[src/electrode_pkg.sv]
// Constants shared by the electrode shift driver and its input FIFO
// Summary of operation
// - Each shift clock rise loads first_stage; stages move one on (here via the FIFO: a rise seen while it is full is dropped)
// - Without a rising shift clock every stage keeps its value (here queued bits still shift in once shift_hold_i falls)
// - Cascade output shows last_stage and changes only after a shift
// - Force-all-low low drives all outputs low, stages untouched
// - Force-all-low high and gate low: each output follows its stage
package electrode_pkg;
  localparam int          STAGES      = 32;
  localparam int          FIFO_DEPTH  = 8;
  localparam int          FIFO_WIDTH  = 1;
  localparam logic [31:0] STAGE_RST   = 32'h0000_0000;
  localparam logic [31:0] DRIVE_RST   = 32'hFFFF_FFFF;
  localparam logic [31:0] DRIVE_ALL_H = 32'hFFFF_FFFF;
  localparam logic [31:0] DRIVE_ALL_L = 32'h0000_0000;
  localparam logic        LEVEL_RST   = 1'h0;
endpackage

[src/bit_fifo.sv]
// Small synchronous FIFO with valid and ready on both sides
`timescale 1ns/10ps
module bit_fifo #(
  parameter int WIDTH = electrode_pkg::FIFO_WIDTH,
  parameter int DEPTH = electrode_pkg::FIFO_DEPTH
) (
  input  wire logic             sys_clk_i,
  input  wire logic             srst_i,
  input  wire logic             in_valid_i,
  output logic                  in_ready_o,
  input  wire logic [WIDTH-1:0] in_data_i,
  output logic                  out_valid_o,
  input  wire logic             out_ready_i,
  output logic      [WIDTH-1:0] out_data_o
);
  localparam int PW = (DEPTH > 1) ? $clog2(DEPTH) : 1;
  localparam int CW = $clog2(DEPTH + 1);

  logic [WIDTH-1:0] mem_ff [DEPTH];
  logic [PW-1:0]    wr_ff;
  logic [PW-1:0]    rd_ff;
  logic [CW-1:0]    cnt_ff;
  logic [PW-1:0]    nxt_wr;
  logic [PW-1:0]    nxt_rd;
  logic [CW-1:0]    nxt_cnt;
  logic             push;
  logic             pop;

  // Pointer wrap, used by both pointers
  function automatic logic [PW-1:0] bump(input logic [PW-1:0] p);
    bump = (p == PW'(DEPTH - 1)) ? '0 : p + PW'(1);
  endfunction

  ////////////////////////////////////////////////////////////////////////
  // Handshake flags come straight from the occupancy count
  assign in_ready_o  = (cnt_ff != CW'(DEPTH));
  assign out_valid_o = (cnt_ff != '0);
  assign out_data_o  = mem_ff[rd_ff];
  assign push        = in_valid_i && in_ready_o;
  assign pop         = out_valid_o && out_ready_i;

  // Next pointers and count
  always_comb begin
    nxt_wr  = push ? bump(wr_ff) : wr_ff;
    nxt_rd  = pop ? bump(rd_ff) : rd_ff;
    nxt_cnt = cnt_ff;
    if (push && !pop) begin
      nxt_cnt = cnt_ff + CW'(1);
    end else if (pop && !push) begin
      nxt_cnt = cnt_ff - CW'(1);
    end
  end

  // Storage needs no reset; only written words are ever read
  always_ff @(posedge sys_clk_i) begin
    if (push) begin
      mem_ff[wr_ff] <= in_data_i;
    end
  end

  // Pointer registers
  always_ff @(posedge sys_clk_i) begin
    if (srst_i) begin
      wr_ff  <= '0;
      rd_ff  <= '0;
      cnt_ff <= '0;
    end else begin
      wr_ff  <= nxt_wr;
      rd_ff  <= nxt_rd;
      cnt_ff <= nxt_cnt;
    end
  end
endmodule

[src/plasma_electrode_shift_driver.sv]
// 32-stage serial-in parallel-out electrode driver with gating controls
`timescale 1ns/10ps
module plasma_electrode_shift_driver #(
  parameter int STAGES = electrode_pkg::STAGES,
  parameter int DEPTH  = electrode_pkg::FIFO_DEPTH
) (
  input  wire logic              sys_clk_i,
  input  wire logic              srst_i,
  input  wire logic              shift_clk_i,
  input  wire logic              serial_data_i,
  input  wire logic              out_gate_n_i,
  input  wire logic              force_low_n_i,
  input  wire logic              shift_hold_i,
  output logic                   fifo_ready_o,
  output logic                   cascade_o,
  output logic      [STAGES-1:0] drive_o
);

  ////////////////////////////////////////////////////////////////////////
  // Declarations
  logic              shclk_ff;
  logic              nxt_shclk;
  logic              rise;
  logic              f_ready;
  logic              f_valid;
  logic              f_data;
  logic              pop;
  logic [STAGES-1:0] stage_ff;
  logic [STAGES-1:0] nxt_stage;
  logic [STAGES-1:0] drive_ff;
  logic [STAGES-1:0] nxt_drive;
  logic              cascade_ff;
  logic              nxt_cascade;
  logic              ready_ff;
  logic              nxt_ready;

  ////////////////////////////////////////////////////////////////////////
  // Shift clock edge detect; pin is already synchronous to sys_clk_i
  assign nxt_shclk = shift_clk_i;
  assign rise      = shift_clk_i && !shclk_ff;

  always_ff @(posedge sys_clk_i) begin
    if (srst_i) begin
      shclk_ff <= electrode_pkg::LEVEL_RST;
    end else begin
      shclk_ff <= nxt_shclk;
    end
  end

  ////////////////////////////////////////////////////////////////////////
  // Each captured bit waits here while shift_hold_i freezes the stages.
  // A rise seen while the FIFO is full is dropped; fifo_ready_o warns.
  bit_fifo #(
    .WIDTH (1),
    .DEPTH (DEPTH)
  ) u_fifo (
    .sys_clk_i   (sys_clk_i),
    .srst_i      (srst_i),
    .in_valid_i  (rise),
    .in_ready_o  (f_ready),
    .in_data_i   (serial_data_i),
    .out_valid_o (f_valid),
    .out_ready_i (!shift_hold_i),
    .out_data_o  (f_data)
  );

  assign pop = f_valid && !shift_hold_i;

  ////////////////////////////////////////////////////////////////////////
  // Shift path: one stage step per captured rising edge
  always_comb begin
    nxt_stage = stage_ff;
    if (pop) begin
      nxt_stage = {stage_ff[STAGES-2:0], f_data};
    end
    nxt_cascade = nxt_stage[STAGES-1];
    nxt_ready   = f_ready;
  end

  // Stage contents are undefined to the user until a full load
  always_ff @(posedge sys_clk_i) begin
    if (srst_i) begin
      stage_ff   <= electrode_pkg::STAGE_RST;
      cascade_ff <= electrode_pkg::LEVEL_RST;
      ready_ff   <= electrode_pkg::LEVEL_RST;
    end else begin
      stage_ff   <= nxt_stage;
      cascade_ff <= nxt_cascade;
      ready_ff   <= nxt_ready;
    end
  end

  ////////////////////////////////////////////////////////////////////////
  // Output gating; registered for clean outputs, costing one cycle
  always_comb begin
    if (!force_low_n_i) begin
      nxt_drive = electrode_pkg::DRIVE_ALL_L;
    end else if (out_gate_n_i) begin
      nxt_drive = electrode_pkg::DRIVE_ALL_H;
    end else begin
      nxt_drive = stage_ff;
    end
  end

  // Gating does not wait for the shift clock
  always_ff @(posedge sys_clk_i) begin
    if (srst_i) begin
      drive_ff <= electrode_pkg::DRIVE_RST;
    end else begin
      drive_ff <= nxt_drive;
    end
  end

  assign drive_o      = drive_ff;
  assign cascade_o    = cascade_ff;
  assign fifo_ready_o = ready_ff;
endmodule

[config.mk]
export PLATFORM = sky130hd
export DESIGN_NAME = plasma_electrode_shift_driver
export DESIGN_NICKNAME = d
export VERILOG_FILES = /design/src/electrode_pkg.sv /design/src/bit_fifo.sv /design/src/plasma_electrode_shift_driver.sv
export SDC_FILE = /design/constraint.sdc
export NUM_CORES = 1
export LEC_CHECK = 0
export ABC_AREA = 1
export BUFFER_PORTS_ARGS = -buffer_cell sky130_fd_sc_hd__clkbuf_2
export CAP_MARGIN = 20
export CORE_ASPECT_RATIO = 1.1
export CORE_MARGIN = 3
export CORE_UTILIZATION = 51
export CTS_CLUSTER_SIZE = 40
export DETAILED_ROUTE_END_ITERATION = 10
export PLACE_DENSITY_LB_ADDON = 0.08
export SYNTH_ARGS = -nofsm -noshare
export SYNTH_HDL_FRONTEND = slang
export SYNTH_HIERARCHICAL = 1
export SYNTH_SLANG_ARGS = --single-unit
export TNS_END_PERCENT = 50
[constraint.sdc]
create_clock -name sys_clk_i -period 4.3 [get_ports sys_clk_i]
set_input_delay 0.86 -clock sys_clk_i [delete_from_list [all_inputs] [get_ports sys_clk_i]]
set_output_delay 0.86 -clock sys_clk_i [all_outputs]
set_load 0.02 [all_outputs]
**After elaboration in Yosys (flattened, before gate mapping)**

Memory sizes are Yosys's and may differ from the RTL's. A register that Yosys moved wholly into a read port is not among the register bits.
Cells that the tools add are included.

- Register bits: 76
- RAM bits: 8
- Input bits: 7
- Output and inout bits: 34
- Word-level logic and storage cells: 35
- Memories: 1

- Add/subtract/negate cells: 4
- Eq/ne operators: 3
- Muxes and demuxes: 8
- Reductions and logical operators: 11

Memory list:

| name | depth | width | rd ports | clocked after memory_dff | write ports | line | RTL |
|---|---|---|---|---|---|---|---|
| u_fifo.mem_ff | 8 | 1 | 1 | 1 | 1 | bit_fifo.sv:19 | `logic [WIDTH-1:0] mem_ff [DEPTH];` |

Operators by type and width:

| cell | count |
|---|---|
| $mux W32 | 2 |
| $mux W4 | 2 |
| $add A3 B1 Y3 const B | 2 |
| $eq A3 B3 Y1 const B | 2 |
| $mux W3 | 2 |
| $logic_and A1 B1 Y1 | 5 |
| $add A4 B1 Y4 const B | 1 |
| $logic_not A1 Y1 | 4 |
| $ne A4 B4 Y1 const B | 1 |
| $reduce_bool A4 Y1 | 1 |
| $sub A4 B1 Y4 const B | 1 |
| $mux W1 | 2 |
| $reduce_bool A2 Y1 | 1 |

**Logic depth before layout (Yosys ltp)**

Gate-level depths: netlist of run 1.

- Word-level depth: 7
- Mapped depth: 14
- Mapped depth without buffers: 14

**Modules after synthesis**

The synthesis of run 1 kept the hierarchy.

Modules (own cells, without submodules):

| module | times used | cells an instance | area an instance (um^2) | sequential area each (um^2) |
|---|---|---|---|---|
| plasma_electrode_shift_driver | 1 | 321 | 2402.3 | 1321.3 |
| bit_fifo | 1 | 123 | 1032.2 | 500.5 |

**Worst setup path before layout of run 1**

Ideal clock, no wire load.

- Kind: input-to-reg
- Start point: input shift_hold_i
- End point: register u_fifo.cnt_ff[3]
- Library setup time: 0.109 ns
- Arrival: 2.311 ns
- Data required time: 4.191 ns
- Path slack: 1.881 ns
- Stages: 11
- Buffers on the path: 1
- Cell sequence: inv_1 > buf_2 > nand2_2 > ha_1 > inv_1 > ha_1 > or2_2 > nand3_1 > nand3_1 > nand2_1 > inv_1

- Word-level cells in the longest chain between the ends: 5
- Elaborated cells between the ends (all ways): 7
- Those cells by class: 1 x mux; 6 x reduce/logical

RTL lines:

| item | line | RTL |
|---|---|---|
| start: declaration | plasma_electrode_shift_driver.sv:13 | `input wire logic shift_hold_i,` |
| $logic_not A1 Y1 * | plasma_electrode_shift_driver.sv:63 | `.out_ready_i (!shift_hold_i),` |
| $logic_and A1 B1 Y1 * | bit_fifo.sv:40 | `assign pop = out_valid_o && out_ready_i;` |
| $logic_not A1 Y1 | bit_fifo.sv:47 | `if (push && !pop) begin` |
| $logic_and A1 B1 Y1 | bit_fifo.sv:47 |  |
| $mux W4 or $reduce_bool A2 Y1 (tied branches) | - |  |
| end signal: assignment | bit_fifo.sv:70 | `cnt_ff <= nxt_cnt;` |
| end: declaration | bit_fifo.sv:22 | `logic [CW-1:0] cnt_ff;` |

Mark *: on every way between the ends. The rest lies on a longest branch, timed or not.
A chain may end at the register's enable or synchronous reset.

**Worst setup path in the final report of run 1**

Same ends and word-level chain as after synthesis.

==> results of run 1 <==
-- through the flow --
step / cell area, µm² / utilization (%)
after floorplan: 3430 / -
after detailed placement: 3630 / 57.2
final: 3850 / 60.7
after CTS: 3850 / 60.7
after global routing: 3850 / 60.7
after global placement: 3630 / 57.2
-- sequential cells by signal, indices dropped and copies added (netlist names), named ones only --
signal         flops
drive_o           32
stage_ff          32
u_fifo/mem_ff      8
u_fifo/cnt_ff      4
u_fifo/rd_ff       3
u_fifo/wr_ff       3
fifo_ready_o       1
shclk_ff           1
-- routing by layer --
layer	global-route usage (%)	part of all wire [%]
met2	28.4	47
met1	20.8	45
met4	10.5	2.9
met3	3.50	4.4
met5	0	0
-- critical path, stage by stage --
cell and delay, ps:
clkbuf_2 110, inv_1 60, buf_4 320, nand2_2 140
ha_1 240, inv_1 140, ha_1 270, or2_2 290
nand3_1 90, nand3_1 70, nand2_1 60, inv_1 40
-- final cells by class --
| class | instances | share of cell area, % |
|---|---|---|
| Multi-Input combinational cell | 282 | 33.6 |
| Timing Repair Buffer | 42 | 5.59 |
| Sequential cell | 87 | 47.3 |
| Clock inverter | 5 | 2.08 |
| Clock buffer | 11 | 3.67 |
| Inverter | 53 | 5.16 |
| Tap cell | 80 | 2.60 |
-- cell families (layout without fill, tap and decap cells) --
logic type      count (synthesis)  after routing  synth area share (%)
buf+inv                        75            111                  9.25
flops                          87             87                  53.0
xor+xnor                        2              2                 0.510
simple gates                  226            226                  27.4
fa+ha+maj                       8              8                  3.13
compound gates                 46             46                  6.70
-- worst max path at each step --
stage,start,endpoint,cells past startpoint
floorplan,shift_hold_i,u_fifo/cnt_ff[3],11
CTS,shift_hold_i,u_fifo/cnt_ff[3],12
finish,shift_hold_i,u_fifo/cnt_ff[3],12
detailed placement,shift_hold_i,u_fifo/cnt_ff[3],12
global placement,shift_hold_i,u_fifo/cnt_ff[3],12
global route,shift_hold_i,u_fifo/cnt_ff[3],12
-- cell usage after synthesis, drive strengths merged --
cell type	count	share of area [%]
clkbuf	10	1.1
o21ai	43	6.3
fa	1	0.58
nor2	102	11
or2	2	0.44
ha	7	2.5
nand3	37	5.9
nand2	85	9.6
inv	53	5.8
a21oi	3	0.44
dfxtp	79	46
xor2	2	0.51
edfxtp	8	7.0
buf	12	2.4
-- power by group through the flow --
stage | clock, mW | sequential (mW) | combinational (mW)
2_1_floorplan | 0 | 1.15 | 0.673
3_3_place_gp | 0 | 1.13 | 0.821
3_5_place_dp | 0 | 1.13 | 0.839
4_1_cts | 0.640 | 1.12 | 0.845
5_1_grt | 0.668 | 1.14 | 0.975
6_report | 0.620 | 1.11 | 0.833
==> metrics.yaml, run 1 <==
status: "completed"
synthCells: 444
num-fill-cells: 597
peakVddDrop_uv: 366
yosysSeqAreaShare_pct: 53.0
row_count: 30
min_path_type: "reg -> reg"
area_growth_pct: 12.2
syn_nets: 459
final-seq-area_um2: 1820
leakagePower_nw: 1.82
arrival_ps: 2700
final_nets: 490
vias_per_cell: 4.85
crit_type: "in -> reg"
dp_slack_ps: 1510
worst_hold_slack_ps: 500
die_w_um: 84.2
powerDensity_nw_per_um2: 666
drtPass1Iterations: 4
drive_gt1_share_pct: 14.2
min-delay-start: "stage_ff[9]"
wl_um: 6260
clock-sinks: 87
mostFrequentLayoutCells: "nor2_1 (100), nand2_1 (83), dfxtp_1 (79)"
die-area_um2: 7760
finalMaxSlewViolations: 0
final_common_cell: "nor2_1"
antenna_found_initial: 0
cts_tree: "built"
setup-tns-final_ps: 0
overflow: 0
fin_skew_ps: 6.36
cts_hold_buf: 0
ios: 41
dpl.hpwl_um: 3910
r2r_cells: 12
stdcell_count: 560
dieHeight_um: 92.1
rsz0062_at_grt: "no"
max_slew_margin_pct: 32.9
htree_num_levels: 3
grt_first_pass_wirelength_um: 10800
clock.fmax_ghz: 0.409
finalHoldViolCount: 0
numCtsBuffers: 9
ys_types: 24
pwr-share-clk_pct: 24.1
seqPwrFrac_pct: 43.4
multi_input_area_um2: 1290
switching_power_uw: 924
dp_cells: 544
whs_path_depth: 2
setup_viol: 0
min_period_over_period_pct: 56.9
place_congestion: 0.778
comb_power_share_pct: 32.4
initial_core_util_pct: 54.1
worstSetupEndpointType: "flip-flop"
r2r_end: "u_fifo/cnt_ff[3]"
synth_warnings: 6
clock_latency_ps: 350
r2r_slack_ps: 1930
maxCapViolations: 0
drtAntennaViolNets: 0
syn-mean-instance-area_um2: 7.74
holdPathEnd: "stage_ff[9]"
cts_root_buf: "clkbuf_8"
coreArea_um2: 6340
synth_seq_cells: 87
min_period_ps: 2450
r2r-start: "u_fifo/cnt_ff[0]"
p_total_mw: 2.57
clk_pin_slew_ps: 80
critical_path.max_fanout: 33
grt_max_degree: 65
grt.total_usage_pct: 17.3
post_cts_resized: 0
routedWlPerCell_um: 11.2
n_antenna_cell: 0
startpoint_type: "primary input"
required_ps: 4550
clockBufferDepth: 2
route.detailed.drc: 0
io_buffers: 40
swShare_pct: 36.0
tightestPinTransition_ps: 1000
layout_setup_ws_ps: 1850
drt-initial-drc-count: 160
internal-power_mw: 1.64
grt_pass1_vias: 2526
syn-cell-area_um2: 3430
post_cts_buffers: 0
vias: 2716
(Power assumes the default switching activity.)
==> run 2: changes to the inputs <==
clock period = 2 ns   (was 4.3 ns; I/O delays follow)
==> run 2 against run 1 <==
  * Clock skew increased by 1.1 ps
  * Clock power increased by 89%
  * Highest routed layer unchanged
  * Largest cell class unchanged
  * Non-clock buffer count increased by 7
  * Design area increased by 1.5%
  * Sequential share of layout area decreased by 0.66 points
  * Register-to-register slack got worse by 1800 ps
==> metrics.yaml, run 2 (synthesis gave the netlist of run 1 again) <==
grt_pass1_vias: 2500  # -1.0%
grt_first_pass_wirelength_um: 10700  # -1.1%
grt.total_usage_pct: 16.8  # -0.55 points
numCtsBuffers: 9  # unchanged
drtAntennaViolNets: 0  # unchanged
crit_type: "reg -> reg"
startpoint_type: "flip-flop"
p_total_mw: 5.45  # +110%
place_congestion: 0.750  # -3.6%
drtPass1Iterations: 4  # unchanged
min_path_type: "in -> reg"
worst_hold_slack_ps: 266  # -234 ps
dpl.hpwl_um: 4000  # +2.1%
max_slew_margin_pct: 62.1  # +29 points
placed_area_um2: 3710  # +2.1%
min_period_over_period_pct: 94.0
drt-initial-drc-count: 156  # -2.5%
fin_util_pct: 61.6  # +0.91 points
routedWlPerCell_um: 10.9  # -2.7%
row_count: 30  # unchanged
clock.fmax_ghz: 0.532
setup_viol: 0  # unchanged
design_area_um2: 3910  # +1.5%
final_common_cell: "nor2_1"
worstSetupEndpointType: "flip-flop"
arrival_ps: 2130  # -570 ps
clock_latency_ps: 340  # about the same
fin_skew_ps: 7.49  # +1.13 ps
cts_root_buf: "clkbuf_8"
htree_num_levels: 3  # unchanged
cts_tree: "built"
clk_pin_slew_ps: 80  # about the same
vias: 2675  # -1.5%
layout_setup_ws_ps: 120  # -1730 ps
finalMaxSlewViolations: 0  # unchanged
maxCapViolations: 0  # unchanged
dp_slack_ps: -41.4  # -1550 ps
post_cts_buffers: 0  # unchanged
final_nets: 497  # +1.4%
vias_per_cell: 4.72  # -2.7%
die-area_um2: 7760  # unchanged
required_ps: 2250  # -2300 ps
clockBufferDepth: 2  # unchanged
io_buffers: 40  # unchanged
die_w_um: 84.2  # unchanged
leakagePower_nw: 1.85  # +1.8%
rsz0062_at_grt: "no"
overflow: 0  # unchanged
status: "completed"
finalHoldViolCount: 0  # unchanged
antenna_found_initial: 0  # unchanged
route.detailed.drc: 0  # unchanged
dieHeight_um: 92.1  # unchanged
ios: 41  # unchanged
clock-sinks: 87  # unchanged
drive_gt1_share_pct: 16.0  # +1.8 points
wl_um: 6160  # -1.5%
min_period_ps: 1880
grt_max_degree: 34  # -48%
coreArea_um2: 6340  # unchanged
mostFrequentLayoutCells: "nor2_1 (100), nand2_1 (83), dfxtp_1 (78)"
tightestPinTransition_ps: 569  # -436 ps
n_antenna_cell: 0  # unchanged
area_growth_pct: 13.8
critical_path.max_fanout: 5  # -85%
powerDensity_nw_per_um2: 1390  # +110%
peakVddDrop_uv: 829  # +130%
initial_core_util_pct: 54.1  # unchanged
==> run 2: repair_timing <==
item,in CTS,in global routing
cloned,0,0
endpoints found under the hold margin,0,0
gates resized for setup,1,4
setup endpoints to repair,1,1
hold buffers,0,0
==> run 2: report_power, final <==
part	leakage (nW)	internal (mW)	switching (mW)
sequential	0.730	2.15	0.247
combinational	1.02	0.713	1.17
clock	0.100	0.575	0.598
total	1.85	3.43	2.01
==> run 2: final timing paths <==
kind	from	endpoint	slack, ps	cells after the start
setup / recovery	u_fifo/cnt_ff[1]	u_fifo/cnt_ff[3]	120	11
hold / removal	shift_clk_i	shclk_ff	270	3
setup reg to reg	u_fifo/cnt_ff[1]	u_fifo/cnt_ff[3]	120	11
hold reg to reg	stage_ff[28]	stage_ff[28]	500	2
==> run 2: per-stage QoR <==
step / std cells / setup TNS [ps]
floorplan: 444 / 0
global placement: 551 / -6.66
detailed placement: 551 / -41.4
CTS: 567 / 0
global route: 567 / 0
finish: 567 / 0
==> run 2: worst max-delay path, stage by stage (launching register included) <==
cell     delay, ps
dfxtp_2        360
nor2_4         150
nand3_2        110
nand2_4         90
ha_2           180
inv_2           60
ha_1           300
or2_2          290
nand3_1         90
nand3_1         80
nand2_1         60
inv_1           30
==> run 2: cell type report <==
type	instances	area (µm²)
Fill cell	622	2430
Sequential cell	87	1820
Multi-Input combinational cell	282	1310
Timing Repair Buffer	49	293
Inverter	53	199
Clock buffer	10	128
Tap cell	80	100
Clock inverter	6	60.1
==> run 2: metal layers <==
layer | global-route usage, % | up-vias | wire length, µm
li1 | - | 1445 | -
met1 | 20.2 | 1189 | 3000
met2 | 28.6 | 39 | 2890
met3 | 4.76 | 2 | 241
met4 | 5.63 | 0 | 35
met5 | 0 | - | 0
==> run 3: changes to the inputs <==
CELL_PAD_IN_SITES_DETAIL_PLACEMENT = 0   (was not set)
CELL_PAD_IN_SITES_GLOBAL_PLACEMENT = 2   (was not set)
CORE_UTILIZATION = 30   (was 51)
SLEW_MARGIN = 25   (was not set)
==> run 3 against run 2 <==
  * Sequential power about the same
  * Setup slack better by 11 ps
  * Largest cell class unchanged
  * First-iteration DRC count down 33%
  * Combinational power up 3%
  * Routed wire length up 20%
  * Die area up 65%
  * Register-to-register slack about the same
  * Sequential cell count unchanged
  * Non-clock buffer count up 1
  * Final cell count up 12%
==> metrics.yaml, run 3 (synthesis gave the netlist of run 1 again) <==
status: "completed"
final_nets: 498  # +0.20%
die_w_um: 108  # +28%
min_path_type: "in -> reg"
clk_pin_slew_ps: 70  # about the same
n_antenna_cell: 0  # unchanged
met1_usage_pct: 16.5  # -3.7 points
route.detailed.drc: 0  # unchanged
clockBufferDepth: 2  # unchanged
r2r-start: "u_fifo/cnt_ff[1]"
cts_tree: "built"
mostFrequentLayoutCells: "nor2_1 (100), nand2_1 (83), dfxtp_1 (78)"
required_ps: 2230  # -20 ps
clock.fmax_ghz: 0.535  # +0.60%
critical_path.max_fanout: 5  # unchanged
area_growth_pct: 18.4
maxCapViolations: 0  # unchanged
seqPwrFrac_pct: 40.8  # -3.1 points
min_period_ps: 1870  # -11.3 ps
startpoint_type: "flip-flop"
placed_area_um2: 3790  # +2.1%
place_congestion: 0.718  # -4.2%
comb_power_share_pct: 32.9  # -1.6 points
cts_root_buf: "clkbuf_16"
row_count: 40  # +33%
rsz0062_at_grt: "no"
vias_per_cell: 4.29  # -9.0%
drive_gt1_share_pct: 16.0  # -0.033 points
grt_use_met3_pct: 3.39  # -1.4 points
finalHoldViolCount: 0  # unchanged
wl_um: 7420  # +20%
post_cts_buffers: 0  # unchanged
drtAntennaViolNets: 0  # unchanged
arrival_ps: 2100  # -30 ps
num-fill-cells: 1186  # +91%
overflow: 0  # unchanged
grt.total_usage_pct: 12.7  # -4.1 points
ios: 41  # unchanged
clock_latency_ps: 340  # about the same
setup_viol: 0  # unchanged
crit_type: "reg -> reg"
finalMaxSlewViolations: 0  # unchanged
grt_use_met2_pct: 20.0  # -8.6 points
busiest_layer: "met2"
vias: 2727  # +1.9%
grt_pass1_vias: 2677  # +7.1%
antenna_found_initial: 0  # unchanged
worstSetupEndpointType: "flip-flop"
dpl.hpwl_um: 4560  # +14%
peakVddDrop_uv: 493  # -41%
fin_skew_ps: 7.63  # +0.138 ps
r2r_slack_ps: 130  # about the same
grt_first_pass_wirelength_um: 12900  # +20%
crit_path_end: "u_fifo/cnt_ff[3]"
swShare_pct: 36.2  # -0.74 points
leakagePower_nw: 1.88  # +1.6%
numCtsBuffers: 9  # unchanged
grt_max_degree: 65  # +91%
tightestPinTransition_ps: 637  # +68.2 ps
max_slew_margin_pct: 57.5  # -4.5 points
initial_core_util_pct: 31.1  # -23 points
htree_num_levels: 3  # unchanged
final_common_cell: "nor2_1"
die-area_um2: 12800  # +65%
worst_hold_slack_ps: 271  # +5.39 ps
drt-initial-drc-count: 104  # -33%
switching_power_mw: 2.12  # +5.4%
drtPass1Iterations: 4  # unchanged
r2r_cells: 11  # unchanged
clock-sinks: 87  # unchanged
startpoint: "u_fifo/cnt_ff[1]"
dieHeight_um: 118  # +28%
pwr-share-clk_pct: 26.2  # +4.7 points
routedWlPerCell_um: 11.7  # +7.5%
internal-power_mw: 3.74  # +8.8%
io_buffers: 40  # unchanged
min_period_over_period_pct: 93.4  # -0.56 points
powerDensity_nw_per_um2: 1440  # +3.4%
r2r_end: "u_fifo/cnt_ff[3]"
coreArea_um2: 11100  # +74%
design_area_um2: 4070  # +4.0%
run 3: final cells by class:
| cell class | instances | area (µm²) | area share [%] |
|---|---|---|---|
| flip-flops and latches | 87 | 1820 | 44.8 |
| well taps | 147 | 184 | 4.52 |
| clock buffers | 12 | 246 | 6.06 |
| repair buffers | 50 | 288 | 7.08 |
| clock inverters | 4 | 22.5 | 0.554 |
| inverters | 53 | 199 | 4.89 |
| multi-input cells | 282 | 1300 | 32.0 |
run 3: worst min-delay path by stage:
stage          slack [ps]  depth (start not counted)    startpoint         endpoint
6_report              270                          3   shift_clk_i         shclk_ff
5_1_grt               300                          3   shift_clk_i         shclk_ff
4_1_cts               260                          3   shift_clk_i         shclk_ff
3_5_place_dp          490                          2  stage_ff[12]     stage_ff[12]
3_3_place_gp          490                          2  stage_ff[14]     stage_ff[14]
2_1_floorplan         470                          1        srst_i  u_fifo/wr_ff[0]
run 3: per-stage QoR:
| stage | worst slack, ps | util (%) | cells | total power [mW] | TNS, ps |
|---|---|---|---|---|---|
| after floorplan | 40.6 | - | 444 | 3.93 | 0 |
| after global placement | -45.4 | 34.2 | 619 | 4.36 | -45.4 |
| after detailed placement | -72.1 | 34.2 | 619 | 4.38 | -72.1 |
| after CTS | 4.87 | 36.7 | 635 | 5.94 | 0 |
| after global routing | 1.51 | 36.8 | 635 | 6.38 | 0 |
| final | 131 | 36.8 | 635 | 5.86 | 0 |
run 3: metal layers:
metal  wire, µm  part of all wire, %
met5          0                    0
met2       3420                   46
met1       3600                   48
met3        292                  3.9
met4        112                  1.5
run 3: critical path, cell delays in order, from the launching register on:
cell	delay, ps
dfxtp_1	330
nor2_4	150
nand3_2	90
nand2_2	100
ha_2	190
inv_2	60
ha_1	290
or2_2	290
nand3_1	90
nand3_1	80
nand2_1	60
inv_1	30
run 3: repair_timing:
item	CTS	global route
hold buffers	0	0
setup endpoints to repair	0	1
resized for setup	0	4
run 3: power by group through the flow:
stage | Clock (mW) | Combinational, mW | Sequential, mW
after floorplan | 0 | 1.45 | 2.48
after global placement | 0 | 1.95 | 2.41
after detailed placement | 0 | 1.95 | 2.42
after CTS | 1.59 | 1.96 | 2.39
after global routing | 1.66 | 2.27 | 2.45
final | 1.54 | 1.93 | 2.39
